==> src/vsc_map.svh <==
// named constants of the valley-skip / soft-start controller
// assumes a 10 MHz system clock; included by its bare name
`ifndef VSC_MAP_SVH
`define VSC_MAP_SVH
// clock and times, each in its own unit
`define VSC_CLK_NS 100
`define VSC_EVAL_MS 48
`define VSC_SS_TOTAL_MS 12
`define VSC_SS_STEPS 4
`define VSC_RING_NS 2500
`define VSC_OFFMAX_NS 50000
`define VSC_LEB_NS 300
`define VSC_ONMAX_NS 25000
// derived cycle counts (least times round up, windows round down)
`define VSC_EVAL_CYC ((`VSC_EVAL_MS * 1000000) / `VSC_CLK_NS)
`define VSC_SS_STEP_CYC (((`VSC_SS_TOTAL_MS * 1000000) / `VSC_SS_STEPS) / `VSC_CLK_NS)
`define VSC_RING_CYC ((`VSC_RING_NS + `VSC_CLK_NS - 1) / `VSC_CLK_NS)
`define VSC_OFFMAX_CYC (`VSC_OFFMAX_NS / `VSC_CLK_NS)
`define VSC_LEB_CYC ((`VSC_LEB_NS + `VSC_CLK_NS - 1) / `VSC_CLK_NS)
`define VSC_ONMAX_CYC (`VSC_ONMAX_NS / `VSC_CLK_NS)
// counter limits
`define VSC_SKIP_MIN 3'h1
`define VSC_SKIP_MAX 3'h7
`define VSC_XING_MAX 3'h7
`define VSC_SS_LAST 2'h3
// register byte offsets
`define VSC_OFF_CTRL 8'h00
`define VSC_OFF_STATUS 8'h04
`define VSC_OFF_RING 8'h08
`define VSC_OFF_OFFMAX 8'h0c
// field positions and reset values
`define VSC_CTRL_EN_BIT 0
`define VSC_CTRL_RESET 32'h0000_0001
`endif

==> src/vsc_pkg.sv <==
// types of the valley-skip / soft-start controller
// assumes nothing of its surroundings
package vsc_pkg;
  typedef enum logic [2:0] {
    ST_WAIT = 3'h1,
    ST_ON = 3'h2,
    ST_OFF = 3'h4
  } drive_state_t;
endpackage

==> src/valley_skip_counter_softstart.sv <==
// switch-on control of a quasi-resonant flyback: valley skipping, soft-start, AHB-Lite regs
// assumes analog comparator outputs are asynchronous and pass two flops here
//
// The AHB-Lite slave port and the register addresses are this design's own decisions.
`include "vsc_map.svh"

module valley_skip_counter_softstart #(
  parameter int EVAL_CYCLES = `VSC_EVAL_CYC,
  parameter int SS_STEP_CYCLES = `VSC_SS_STEP_CYC
) (
  input wire logic clk_sys_i,
  input wire logic rst_i,
  input wire logic hsel_i,
  input wire logic [31:0] haddr_i,
  input wire logic [1:0] htrans_i,
  input wire logic hwrite_i,
  input wire logic [2:0] hsize_i,
  input wire logic [31:0] hwdata_i,
  input wire logic hready_i,
  output logic [31:0] hrdata_o,
  output logic hreadyout_o,
  output logic hresp_o,
  input wire logic supply_on_i,
  input wire logic valley_sense_i,
  input wire logic fb_above_low_i,
  input wire logic fb_above_high_i,
  input wire logic fb_above_reset_i,
  input wire logic cs_trip_i,
  input wire logic [1:0] high_voltage_input_i,
  output logic gate_o,
  output logic startup_cell_off_o,
  output logic [1:0] cs_limit_step_o,
  output logic softstart_done_o,
  output logic [1:0] fb_threshold_sel_o,
  output logic [2:0] valley_skip_o
);

  localparam int EW = $clog2(EVAL_CYCLES + 1);
  localparam int SW = $clog2(SS_STEP_CYCLES + 1);

  // --------------------------------------------------------------
  // input synchronisers
  // --------------------------------------------------------------
  logic [7:0] meta_reg;
  logic [7:0] sync_reg;
  logic supply_s, xing_s, fb_low_s, fb_high_s, fb_reset_s, cs_trip_s;
  logic [1:0] line_s;
  logic xing_prev_reg;

  // comparators are asynchronous to clk_sys_i, so two flops before any use
  always_ff @(posedge clk_sys_i) begin
    if (rst_i) begin
      meta_reg <= 8'h00;
      sync_reg <= 8'h00;
    end else begin
      meta_reg <= {high_voltage_input_i, cs_trip_i, fb_above_reset_i, fb_above_high_i,
                   fb_above_low_i, valley_sense_i, supply_on_i};
      sync_reg <= meta_reg;
    end
  end
  assign {line_s, cs_trip_s, fb_reset_s, fb_high_s, fb_low_s, xing_s, supply_s} = sync_reg;

  // --------------------------------------------------------------
  // register file over AHB-Lite
  // --------------------------------------------------------------
  logic [31:0] ctrl_reg;
  logic [15:0] ring_reg;
  logic [15:0] offmax_reg;
  logic wr_pend_reg;
  logic [7:0] wr_addr_reg;
  logic addr_ok;
  logic [31:0] status_word;
  logic run;

  vsc_pkg::drive_state_t state_reg;
  logic [2:0] skip_reg;
  logic [2:0] xing_cnt_reg;
  logic [1:0] ss_step_reg;
  logic ss_done_reg;
  logic [15:0] off_cnt_reg;
  logic [15:0] on_cnt_reg;

  assign addr_ok = hsel_i && hready_i && htrans_i[1];
  assign run = supply_s && ctrl_reg[`VSC_CTRL_EN_BIT];
  assign status_word = {19'h0_0000, xing_cnt_reg, ss_done_reg, ss_step_reg, gate_o,
                        skip_reg, state_reg};
  // zero wait state, every access answered OKAY
  assign hreadyout_o = 1'b1;
  assign hresp_o = 1'b0;

  // address phase is captured, write data taken in the data phase
  always_ff @(posedge clk_sys_i) begin
    if (rst_i) begin
      wr_pend_reg <= 1'b0;
      wr_addr_reg <= 8'h00;
    end else begin
      wr_pend_reg <= addr_ok && hwrite_i;
      wr_addr_reg <= haddr_i[7:0];
    end
  end

  // writable registers; unmapped writes are dropped
  always_ff @(posedge clk_sys_i) begin
    if (rst_i) begin
      ctrl_reg <= `VSC_CTRL_RESET;
      ring_reg <= 16'(`VSC_RING_CYC);
      offmax_reg <= 16'(`VSC_OFFMAX_CYC);
    end else if (wr_pend_reg) begin
      unique case (wr_addr_reg)
        `VSC_OFF_CTRL: ctrl_reg <= {31'h0, hwdata_i[`VSC_CTRL_EN_BIT]};
        `VSC_OFF_RING: ring_reg <= hwdata_i[15:0];
        `VSC_OFF_OFFMAX: offmax_reg <= hwdata_i[15:0];
        default: ;
      endcase
    end
  end

  // read data is prepared at the address phase so it stands from a flop in the data phase
  always_ff @(posedge clk_sys_i) begin
    if (rst_i) begin
      hrdata_o <= 32'h0000_0000;
    end else if (addr_ok && !hwrite_i) begin
      unique case (haddr_i[7:0])
        `VSC_OFF_CTRL: hrdata_o <= ctrl_reg;
        `VSC_OFF_STATUS: hrdata_o <= status_word;
        `VSC_OFF_RING: hrdata_o <= {16'h0000, ring_reg};
        `VSC_OFF_OFFMAX: hrdata_o <= {16'h0000, offmax_reg};
        default: hrdata_o <= 32'h0000_0000;
      endcase
    end
  end

  // --------------------------------------------------------------
  // evaluation period and valley-skip counter
  // --------------------------------------------------------------
  logic [EW-1:0] eval_cnt_reg;
  logic eval_tick;
  logic seen_low_reg, seen_high_reg;
  logic low_any, high_any;

  assign eval_tick = run && (eval_cnt_reg == EW'(EVAL_CYCLES - 1));
  assign low_any = seen_low_reg || fb_low_s;
  assign high_any = seen_high_reg || fb_high_s;

  // free period timer while running
  always_ff @(posedge clk_sys_i) begin
    if (rst_i || !run || eval_tick) begin
      eval_cnt_reg <= '0;
    end else begin
      eval_cnt_reg <= eval_cnt_reg + EW'(1);
    end
  end

  // sticky crossing flags; a crossing in the clearing cycle is kept, not lost
  always_ff @(posedge clk_sys_i) begin
    if (rst_i || !run) begin
      seen_low_reg <= 1'b0;
      seen_high_reg <= 1'b0;
    end else if (eval_tick) begin
      // set wins over clear: a level seen in the tick cycle also opens the next period
      seen_low_reg <= fb_low_s;
      seen_high_reg <= fb_high_s;
    end else begin
      seen_low_reg <= low_any;
      seen_high_reg <= high_any;
    end
  end

  // counter update; the reset threshold acts at once rather than waiting for the period
  always_ff @(posedge clk_sys_i) begin
    if (rst_i || !run) begin
      skip_reg <= `VSC_SKIP_MIN;
    end else if (fb_reset_s) begin
      skip_reg <= `VSC_SKIP_MIN;
    end else if (eval_tick) begin
      if (high_any) begin
        if (skip_reg != `VSC_SKIP_MIN) skip_reg <= skip_reg - 3'h1;
      end else if (!low_any) begin
        if (skip_reg != `VSC_SKIP_MAX) skip_reg <= skip_reg + 3'h1;
      end // otherwise hold
    end
  end

  // the analog side shifts its low/high thresholds by the line level code
  assign fb_threshold_sel_o = line_s;
  assign valley_skip_o = skip_reg;
  assign startup_cell_off_o = supply_s;

  // --------------------------------------------------------------
  // soft-start
  // --------------------------------------------------------------
  logic [SW-1:0] ss_cnt_reg;
  logic ss_step_end;

  assign ss_step_end = !ss_done_reg && (ss_cnt_reg == SW'(SS_STEP_CYCLES - 1));

  // four equal steps, the analog limit reads 0.32V at step 0 and 1V at the last
  always_ff @(posedge clk_sys_i) begin
    if (rst_i || !run) begin
      ss_cnt_reg <= '0;
      ss_step_reg <= 2'h0;
      ss_done_reg <= 1'b0;
    end else if (ss_step_end) begin
      ss_cnt_reg <= '0;
      if (ss_step_reg == `VSC_SS_LAST) ss_done_reg <= 1'b1;
      else ss_step_reg <= ss_step_reg + 2'h1;
    end else if (!ss_done_reg) begin
      ss_cnt_reg <= ss_cnt_reg + SW'(1);
    end
  end
  assign cs_limit_step_o = ss_step_reg;
  assign softstart_done_o = ss_done_reg;

  // --------------------------------------------------------------
  // gate drive
  // --------------------------------------------------------------
  logic turn_on, turn_off;

  assign turn_on = (state_reg == vsc_pkg::ST_OFF) &&
                   (((off_cnt_reg >= ring_reg) && (xing_cnt_reg >= skip_reg)) ||
                    (off_cnt_reg >= offmax_reg));
  // current-sense trip is blanked at the leading edge; long pulses are cut short
  assign turn_off = (state_reg == vsc_pkg::ST_ON) &&
                    ((cs_trip_s && (on_cnt_reg >= 16'(`VSC_LEB_CYC))) ||
                     (on_cnt_reg >= 16'(`VSC_ONMAX_CYC)));

  // off-time and on-time counters, saturating so a stuck switch cannot wrap them
  always_ff @(posedge clk_sys_i) begin
    if (rst_i || state_reg != vsc_pkg::ST_OFF) off_cnt_reg <= 16'h0000;
    else if (off_cnt_reg != 16'hffff) off_cnt_reg <= off_cnt_reg + 16'h0001;
    if (rst_i || state_reg != vsc_pkg::ST_ON) on_cnt_reg <= 16'h0000;
    else if (on_cnt_reg != 16'hffff) on_cnt_reg <= on_cnt_reg + 16'h0001;
  end

  // gate state machine
  always_ff @(posedge clk_sys_i) begin
    if (rst_i || !run) begin
      state_reg <= vsc_pkg::ST_WAIT;
    end else begin
      unique case (state_reg)
        vsc_pkg::ST_WAIT: state_reg <= vsc_pkg::ST_OFF;
        vsc_pkg::ST_OFF: if (turn_on) state_reg <= vsc_pkg::ST_ON;
        vsc_pkg::ST_ON: if (turn_off) state_reg <= vsc_pkg::ST_OFF;
        default: state_reg <= vsc_pkg::ST_WAIT;
      endcase
    end
  end
  assign gate_o = (state_reg == vsc_pkg::ST_ON);

  // zero-crossing counter: rising comparator output marks a falling crossing
  always_ff @(posedge clk_sys_i) begin
    if (rst_i) begin
      xing_prev_reg <= 1'b0;
      xing_cnt_reg <= 3'h0;
    end else begin
      xing_prev_reg <= xing_s;
      if (turn_on) xing_cnt_reg <= 3'h0;
      else if (state_reg == vsc_pkg::ST_OFF && xing_s && !xing_prev_reg &&
               xing_cnt_reg != `VSC_XING_MAX)
        xing_cnt_reg <= xing_cnt_reg + 3'h1;
    end
  end
endmodule // valley_skip_counter_softstart

==> config.mk <==
export PLATFORM = sky130hd
export DESIGN_NAME = valley_skip_counter_softstart
export DESIGN_NICKNAME = d
export VERILOG_FILES = /design/src/vsc_pkg.sv /design/src/valley_skip_counter_softstart.sv
export VERILOG_INCLUDE_DIRS = /design/src
export SDC_FILE = /design/constraint.sdc
export NUM_CORES = 1
export LEC_CHECK = 0
export ABC_AREA = 0
export BUFFER_PORTS_ARGS = -buffer_cell sky130_fd_sc_hd__buf_4
export CELL_PAD_IN_SITES_DETAIL_PLACEMENT = 2
export CELL_PAD_IN_SITES_GLOBAL_PLACEMENT = 2
export CORE_UTILIZATION = 34
export DETAILED_ROUTE_END_ITERATION = 8
export PLACE_DENSITY = 0.85
export SLEW_MARGIN = 20
export SYNTH_ARGS = -nofsm -noshare
export SYNTH_HDL_FRONTEND = slang
export SYNTH_SLANG_ARGS = --single-unit
==> constraint.sdc <==
create_clock -name clk_sys_i -period 2.5 [get_ports clk_sys_i]
set_input_delay 0.5 -clock clk_sys_i [delete_from_list [all_inputs] [get_ports clk_sys_i]]
set_output_delay 0.5 -clock clk_sys_i [all_outputs]
set_load 0.02 [all_outputs]
==> run metrics, run 1 <==
EDFF count, synth 0; core area between 20000 and 25000 sq um; number of port buffers 63; Async SR Flop Fraction 0%; htree depth 4; Largest register FFs 19; Final ANT Viol Nets 0; starting density of the core roughly a third; share of layout cells above drive strength 1 roughly 14%; vias in the first global route approximately 7000; Max Cap Violations 0; number of distinct library cells after synthesis 63; min Tclk post-route ~2.4 ns; PwrDens 626 nW/um^2; routed vias 6236; crit-path max cell delay 0.38 ns; most used routing layer met2; worst vdd ir 0.413 mV; die area 22500 sq um; CTS tree built; Slew headroom 38.7%; critical path arrival 2.78 ns; grt ovf 0; type of the worst min-delay path input port to flop; # setup viols final 0; Cell Area, Synth 7460 sq um; placed inst area between 8000 and 9000 sq um; initial drt markers 241; # clock sinks roughly 160; WL per Instance 20.0 um; Ant. Diodes 0; IO Count 126; total wire length 23.6 mm; Detailed Routing Iterations Pass 1 4; Post-Layout Cell Count 1181; worst-margin pin slew between 0.9 and 1 ns; WP data required 2.87 ns; met1 Usage GRT ~24%; Leak Pwr between 0.003 and 0.004 uW; dpl cells around 1200; Finished Cell Area about 8700 sq um; CTS Buf Count 17; Startpoint Class flop; site row count 53; Global Route Usage Sum ~21%; Critical Path End Type flop; worst-skew pair later-pin latency around 0.45 ns; grt met2 use 39.4%; setup bufs post-CTS 0; Hold Vio Cnt, Final 0; clock root buffer clkbuf_16; GRT met3 Usage 4.42%; Worst path slowest cell dfxtp_1; synth-to-layout area growth 17.0%; Cells after Synth between 800 and 900; die height 150 um; ys flop type dfxtp_1; fmax 0.415 GHz; synth warn 0; Slew Viols, Final 0; initial antenna violation count 0; GPL Wtd Cong 0.772; detailed placement HPWL 15.1 mm; Avg Cell Area, Syn a little under 9 sq um; register area share after synthesis 41.6%; vias per cell 5.28; largest net degree at the start of global routing 45; crit-path max FO 3; Die W 150 um; Yosys reg bits between 150 and 200; clock skew 0.0105 ns; status complete, no violations; Nets 1023; clock-pin transition on the worst setup and hold timing paths 0.07 ns; DRC 0; CP Class flop to flop; period utilisation layout between 90% and 100%; global-route wire length before repair 37.0 mm; CTS Buffer Depth 2; critical path cell sequence inv_1 -> ha_1 -> a211oi_1 -> o21ai_1 -> a2111oi_2 -> o31ai_1 -> or2_2 -> o21ai_0
## Yosys cell counts, drive strengths merged (2+ instances only)
| master | count | area, sq um |
|---|---|---|
| nand4b | 3 | 26.3 |
| nor3 | 13 | 81.3 |
| nand2 | 56 | 213 |
| a22oi | 13 | 97.6 |
| nor3b | 5 | 37.5 |
| clkbuf | 21 | 78.8 |
| o41ai | 2 | 17.5 |
| nor4 | 5 | 46.3 |
| ha | 47 | 588 |
| a32oi | 3 | 26.3 |
| a211o | 9 | 78.8 |
| a22o | 12 | 105 |
| nand2b | 7 | 43.8 |
| conb | 2 | 7.51 |
| dfxtp | 155 | 3100 |
| a2111oi | 2 | 17.5 |
| and3 | 15 | 100 |
| or2 | 5 | 31.3 |
| a21o | 4 | 30.0 |
| nor2 | 131 | 492 |
| o21a | 2 | 15.0 |
| nand3 | 29 | 150 |
| or4 | 4 | 35.0 |
| nand4 | 15 | 93.8 |
| nor4b | 4 | 35.0 |
| a31oi | 7 | 43.8 |
| buf | 30 | 221 |
| xnor2 | 22 | 193 |
| mux2i | 31 | 310 |
| xor2 | 32 | 280 |
| o21ai | 28 | 140 |
| or3 | 7 | 45.1 |
| inv | 43 | 161 |
| a211oi | 5 | 37.5 |
| nor2b | 28 | 175 |
| o31ai | 3 | 22.5 |
| and4 | 5 | 46.3 |
| o211ai | 2 | 15.0 |
| a21oi | 24 | 120 |
## metrics by stage
step                      util [%]  hold WS [ns]  total power (uW)  setup slack (ns)  setup TNS [ns]
after floorplan                  -         0.413              2680             0.525               0
after global placement        38.1         0.418              2730             0.188               0
after detailed placement      38.1         0.432              2740             0.110               0
after CTS                     41.0         0.246              5530           0.00453               0
after global routing          41.0         0.250              5640           -0.0381         -0.0722
final                         41.0         0.258              5460            0.0886               0
## logic make-up (layout without fill, tap and decap cells)
group | after synthesis | count (layout) | share of synthesized area [%]
AO/OA/AOI/OAI | 119 | 119 | 10.9
XOR/XNOR | 54 | 54 | 6.34
adder cells (fa/ha/maj) | 47 | 47 | 7.88
buffers and inverters | 94 | 145 | 6.19
flip-flops | 155 | 155 | 41.6
multiplexers | 32 | 32 | 4.46
other | 2 | 18 | 0.101
AND/OR/NAND/NOR | 336 | 336 | 22.6
## timing repair
action,in CTS,in global routing
gates resized for setup,2,5
endpoints found under the setup margin,4,5
hold buffers,0,0
pin swaps,0,1
## metal layers
metal / vias up / part of all wire [%]
li1: 2959 / -
met4: 0 / 2.5
met2: 102 / 53
met5: - / 0
met3: 43 / 2.4
met1: 3132 / 42
## layout make-up
cell class / instances / area [sq um]
Multi-Input combinational cell: 606 / 3970
Clock buffer: 19 / 443
Timing Repair Buffer: 71 / 533
Tap cell: 275 / 344
Clock inverter: 12 / 173
Inverter: 43 / 161
Sequential cell: 155 / 3110
Fill cell: 2335 / 12600
## worst paths after layout
| kind | startpoint | endpoint | slack, ns | cells after the start |
|---|---|---|---|---|
| setup / recovery | offmax_reg[3] | state_reg[2] | 0.09 | 8 |
| hold / removal | hwdata_i[6] | offmax_reg[6] | 0.26 | 2 |
| setup reg to reg | offmax_reg[3] | state_reg[2] | 0.09 | 8 |
| hold reg to reg | meta_reg[5] | sync_reg[5] | 0.44 | 1 |
## placed cells by master, fill, tap and decap left out, types with 4 or more instances in the layout
| master | synthesis | routed |
|---|---|---|
| nand2_1 | 55 | 55 |
| a22o_1 | 12 | 12 |
| o21ai_0 | 28 | 27 |
| a21oi_1 | 24 | 24 |
| or3_1 | 6 | 6 |
| nor4_1 | 4 | 4 |
| a211o_1 | 9 | 9 |
| a22oi_1 | 13 | 13 |
| nor3_1 | 11 | 11 |
| xnor2_1 | 22 | 22 |
| nor2b_1 | 28 | 28 |
| a31oi_1 | 7 | 7 |
| a211oi_1 | 5 | 5 |
| nor3b_1 | 5 | 5 |
| buf_4 | 20 | 71 |
| nand2b_1 | 7 | 7 |
| and4_1 | 4 | 4 |
| conb_1 | 2 | 18 |
| ha_1 | 47 | 47 |
| mux2i_1 | 31 | 31 |
| nand4_1 | 15 | 15 |
| or2_2 | 4 | 4 |
| a21o_1 | 4 | 4 |
| nor4b_1 | 4 | 4 |
| dfxtp_1 | 155 | 153 |
| clkinv_2 | 0 | 4 |
| nand3_1 | 28 | 28 |
| nor2_1 | 131 | 130 |
| clkbuf_16 | 0 | 17 |
| xor2_1 | 32 | 32 |
| inv_1 | 43 | 43 |
| and3_1 | 13 | 13 |
| bufinv_16 | 0 | 4 |
## worst max-delay path, delay by kind of cell, from the launching register on
kind,cells,cell delay (ns)
buffers and inverters,1,0.06
DFF,1,0.38
adders and majority gates,1,0.33
and+or+nand+nor,1,0.32
AOI/OAI and AO/OA,5,1.25
## power by group
group / switching [uW] / internal (uW) / total (uW)
clock: 1090 / 1680 / 2780
combinational: 114 / 67.2 / 181
sequential: 12.7 / 2490 / 2500
Power figures use the tool's default switching activity.
==> run 2, diff against run 1 <==
--- a/config.mk
+++ b/config.mk
@@ -13,6 +13,7 @@
 export CORE_UTILIZATION = 34
 export DETAILED_ROUTE_END_ITERATION = 8
 export PLACE_DENSITY = 0.85
+export SKIP_CTS_REPAIR_TIMING = 1
 export SLEW_MARGIN = 20
 export SYNTH_ARGS = -nofsm -noshare
 export SYNTH_HDL_FRONTEND = slang
==> constraint.sdc (replaced) <==
create_clock -name clk_sys_i -period 2.5 [get_ports clk_sys_i]
set_input_delay 0.5 -clock clk_sys_i [delete_from_list [all_inputs] [get_ports clk_sys_i]]
set_output_delay 0.5 -clock clk_sys_i [all_outputs]
set_load 0.005 [all_outputs]
==> run 2 against run 1 <==
- sequential power hardly changed
- clock-buffer cell count unchanged
- flip-flop and latch count stayed put
- setup slack better by 0.093 ns
==> run metrics, run 2 (same netlist as run 1, synthesis figures left out) <==
status complete, no violations; initial antenna violation count 0; Worst Slack Setup Final roughly 0.18 ns; Ant. Diodes 0; GPL Wtd Cong 0.772; net switching power of the design approximately 1200 uW; Overall Power 5420 uW; largest net degree at the start of global routing between 40 and 50; share of layout cells above drive strength 1 between 10% and 20%; Post-Layout Cell Count between 1000 and 1500; min Tclk post-route 2.32 ns; Startpoint Class flop; worst-skew pair later-pin latency between 0.4 and 0.5 ns; clock root buffer clkbuf_16; site row count 53; total wire length 22.9 mm; Internal Pwr Total roughly 4200 uW; global-route wire length before repair between 30 and 40 mm; worst vdd ir 0.409 mV; core area 21300 sq um; die area 22500 sq um; commonest non-fill, non-tap cell in the layout dfxtp_1; Seq pwr share 46.2%; vias in the first global route 6953; Critical Path End Type flop; Global Route Usage Sum 21.5%; critical path arrival 2.69 ns; detailed placement HPWL 15.1 mm; Slew Viols, Final 0; die height 150 um; CP Class flop to flop; Final ANT Viol Nets 0; # setup viols final 0; CTS tree built; DRC 0; Min Hold Slack 0.268 ns; vias per cell 5.23; unrepaired setup endpoints after global routing false; htree depth 4; fmax approximately 0.43 GHz; Nets 1023; initial drt markers 264; clock-pin transition on the worst setup and hold timing paths 0.06 ns; type of the worst min-delay path input port to flop; IO Count approximately 130; CTS Buffer Depth 2; WP data required 2.87 ns; Die W 150 um; clock share of power 50.8%; number of port buffers 63; Hold Vio Cnt, Final 0; clock skew approximately 0.0089 ns; WL per Instance between 15 and 20 um; Detailed Routing Iterations Pass 1 5; synth-to-layout area growth 17.0%; Leak Pwr 0.00352 uW; Comb power frac 3.0%; crit-path max FO 3; starting density of the core around a third; Place WS approximately 0.11 ns; period utilisation layout 92.8%; switching part of the total power 21.7%; dpl cells roughly 1200; # clock sinks between 150 and 200; PwrDens 621 nW/um^2; routed vias 6179; worst-margin pin slew 0.924 ns; grt ovf 0; Max Cap Violations 0; Slew headroom roughly two fifths; Largest register FFs 19; commonest non-fill, non-tap cells in the layout 153 x dfxtp_1, 130 x nor2_1, 71 x buf_4, 55 x nand2_1, 47 x ha_1; CTS Buf Count 17
## run 2: cell counts in the layout (fill, tap and decap cells not counted)
Identical to the previous run, type by type.
## run 2: cell type report
| type | count | area [sq um] |
|---|---|---|
| clock buffers | 19 | 443 |
| multi-input cells | 606 | 3970 |
| repair buffers | 71 | 533 |
| inverters | 43 | 161 |
| flip-flops and latches | 155 | 3110 |
| fillers | 2339 | 12600 |
| well taps | 275 | 344 |
| clock inverters | 12 | 173 |
## run 2: critical path: stages, from the launching register on
cell and delay, ns:
dfxtp_1 0.37, inv_1 0.06, ha_1 0.33, a211oi_1 0.33, o21ai_1 0.19, a2111oi_2 0.33
o31ai_1 0.18, or2_2 0.31, o21ai_0 0.14
## run 2: layer usage
| metal | share of wire (%) | track usage [%] | wire [um] | vias up |
|---|---|---|---|---|
| met5 | 0 | 0 | 0 | - |
| met4 | 2.0 | 8.13 | 452 | 0 |
| met3 | 2.6 | 4.42 | 586 | 34 |
| met2 | 53 | 39.4 | 12200 | 81 |
| met1 | 42 | 24.3 | 9710 | 3097 |
| li1 | - | - | - | 2967 |
## run 2: worst paths after layout
path / start / to / slack, ns / cells past startpoint
max: offmax_reg[3] / state_reg[2] / 0.18 / 8
min: hwdata_i[6] / offmax_reg[6] / 0.27 / 2
max reg2reg: offmax_reg[3] / state_reg[2] / 0.18 / 8
min reg2reg: meta_reg[5] / sync_reg[5] / 0.44 / 1
## run 2: power by group through the flow
stage          clock network, uW  logic, uW  registers (uW)
4_1_cts                     2850        163            2500
2_1_floorplan                  0        102            2550
3_5_place_dp                   0        161            2560
6_report                    2760        161            2500
5_1_grt                     2920        176            2500
3_3_place_gp                   0        157            2560
## run 2: per-stage QoR
step / setup TNS [ns] / utilization, % / area [sq um]
detailed placement: 0 / 38.1 / 8100
global placement: 0 / 38.1 / 8100
CTS: -0.211 / 41.0 / 8720
global route: 0 / 41.0 / 8730
finish: 0 / 41.0 / 8730
floorplan: 0 / - / 7520
==> run 3, diff against run 2 <==
--- a/config.mk
+++ b/config.mk
@@ -13,7 +13,6 @@
 export CORE_UTILIZATION = 34
 export DETAILED_ROUTE_END_ITERATION = 8
 export PLACE_DENSITY = 0.85
-export SKIP_CTS_REPAIR_TIMING = 1
 export SLEW_MARGIN = 20
 export SYNTH_ARGS = -nofsm -noshare
 export SYNTH_HDL_FRONTEND = slang
==> constraint.sdc (replaced) <==
create_clock -name clk_sys_i -period 2.5 [get_ports clk_sys_i]
set_input_delay 0.625 -clock clk_sys_i [delete_from_list [all_inputs] [get_ports clk_sys_i]]
set_output_delay 0.625 -clock clk_sys_i [all_outputs]
set_load 0.005 [all_outputs]
==> run 3 against run 2 <==
- sequential share of layout area about the same
- routed wire length hardly changed
- flip-flop and latch count unchanged
- hold slack improved by 0.13 ns
- register-to-register slack improved by 0.03 ns
- non-clock buffer count increased by 2
- sequential power barely moved
- setup slack improved by 0.028 ns
- die area did not move
- clock power is essentially flat
- clock skew is essentially flat
- largest cell class unchanged
- largest power group unchanged
==> run metrics, run 3 (same netlist as run 1, synthesis figures left out) <==
status complete, no violations; core area 21300 sq um; site row count 53; PwrDens between 600 and 700 nW/um^2; Critical Path End Type flop; GRT met3 Usage 4.45%; CTS Buffer Depth 2; IO Count between 100 and 150; routed vias 6231; die height 150 um; Global Route Usage Sum 21.4%; Leak Pwr 0.00353 uW; Detailed Routing Iterations Pass 1 4; Largest register FFs 19; period utilisation layout 91.6%; clock root buffer clkbuf_16; Internal Pwr Total between 4000 and 5000 uW; commonest non-fill, non-tap cells in the layout 154 x dfxtp_1, 130 x nor2_1, 73 x buf_4, 55 x nand2_1, 47 x ha_1; commonest non-fill, non-tap cell in the layout dfxtp_1; Ant. Diodes 0; placed inst area 8120 sq um; htree depth 4; vias in the first global route 6836; Buf/Inv on CP 0; Die W 150 um; GPL Wtd Cong 0.768; Max Cap Violations 0; worst-margin pin slew 0.971 ns; Setup TNS Final 0 ns; die area 22500 sq um; type of the worst min-delay path input port to flop; initial drt markers 236; fillers 2350; Slew headroom 35.1%; WL per Instance approximately 19 um; WP data required 2.85 ns; crit-path max FO 5; # clock sinks 155; most frequent CP cell o21ai_0; DRC 0; Seq pwr share 46.2%; met1 Usage GRT 23.6%; initial antenna violation count 0; fmax 0.437 GHz; unrepaired setup endpoints after global routing false; net switching power of the design 1270 uW; critical path arrival between 2 and 3 ns; synth-to-layout area growth 17.1%; Nets 1025; total wire length about 23 mm; Final ANT Viol Nets 0; largest net degree at the start of global routing 47; CTS tree built; switching part of the total power approximately a quarter; detailed placement HPWL around 16 mm; global-route wire length before repair 36.8 mm; Hold Vio Cnt, Final 0; grt met2 use 39.7%; grt ovf 0; Finished Cell Area 8740 sq um; Slew Viols, Final 0; Worst path slowest cell dfxtp_1; # setup viols final 0; starting density of the core 35.1%; clock share of power 50.7%; min Tclk post-route 2.29 ns; clock skew between 0.009 and 0.01 ns; crit-path max cell delay 0.46 ns; CTS Buf Count 17; hold-fix buffers at CTS 0; share of layout cells above drive strength 1 ~14%; worst vdd ir 0.389 mV; Startpoint Class flop; worst-skew pair later-pin latency 0.44 ns; CP Class flop to flop; critical path cell sequence ha_1 -> a211oi_1 -> o21ai_0 -> a2111oi_2 -> o31ai_1 -> or2_2 -> o21ai_0; clock-pin transition on the worst setup and hold timing paths 0.07 ns; most used routing layer met2; vias per cell 5.26; number of port buffers 63; cell family with most CP delay compound AO/OA/AOI/OAI gates; Comb power frac 3.1%
==> run 3: final cells by class <==
| class | count | area (sq um) | area share [%] |
|---|---|---|---|
| clock buffers | 17 | 425 | 4.87 |
| clock inverters | 15 | 188 | 2.15 |
| inverters | 43 | 161 | 1.85 |
| multi-input cells | 606 | 3970 | 45.4 |
| flip-flops and latches | 155 | 3100 | 35.5 |
| well taps | 275 | 344 | 3.94 |
| repair buffers | 73 | 548 | 6.27 |
==> run 3: worst paths after layout <==
path	startpoint	endpoint	slack, ns	cells past startpoint
setup / recovery	off_cnt_reg[3]	state_reg[2]	0.21	7
hold / removal	high_voltage_input_i[0]	meta_reg[6]	0.39	2
setup reg to reg	off_cnt_reg[3]	state_reg[2]	0.21	7
hold reg to reg	meta_reg[0]	sync_reg[0]	0.45	1
==> run 3: what timing repair did <==
item / in CTS / in global routing
gates resized for setup: 0 / 4
setup endpoints to repair: 0 / 5
setup buffers: 0 / 0
==> run 3: stage by stage <==
stage	total power [uW]	hold WS (ns)	instances	util (%)	worst slack, ns
after detailed placement	2720	0.427	1152	38.1	0.139
after CTS	5490	0.374	1184	41.0	0.0581
final	5420	0.393	1184	41.1	0.209
after floorplan	2650	0.413	855	-	0.525
after global routing	5600	0.379	1184	41.1	0.0307
after global placement	2720	0.416	1152	38.1	0.230
==> run 3: metal layers <==
metal,part of all wire (%),up-vias
li1,-,2969
met1,41,3129
met2,54,89
met3,2.8,44
met4,2.6,0
met5,0,-
==> run 3: power by group through the flow <==
stage / registers (uW) / clock network (uW) / logic [uW]
floorplan: 2550 / 0 / 102
global placement: 2560 / 0 / 160
detailed placement: 2560 / 0 / 165
CTS: 2500 / 2820 / 168
global route: 2500 / 2920 / 182
finish: 2500 / 2750 / 166
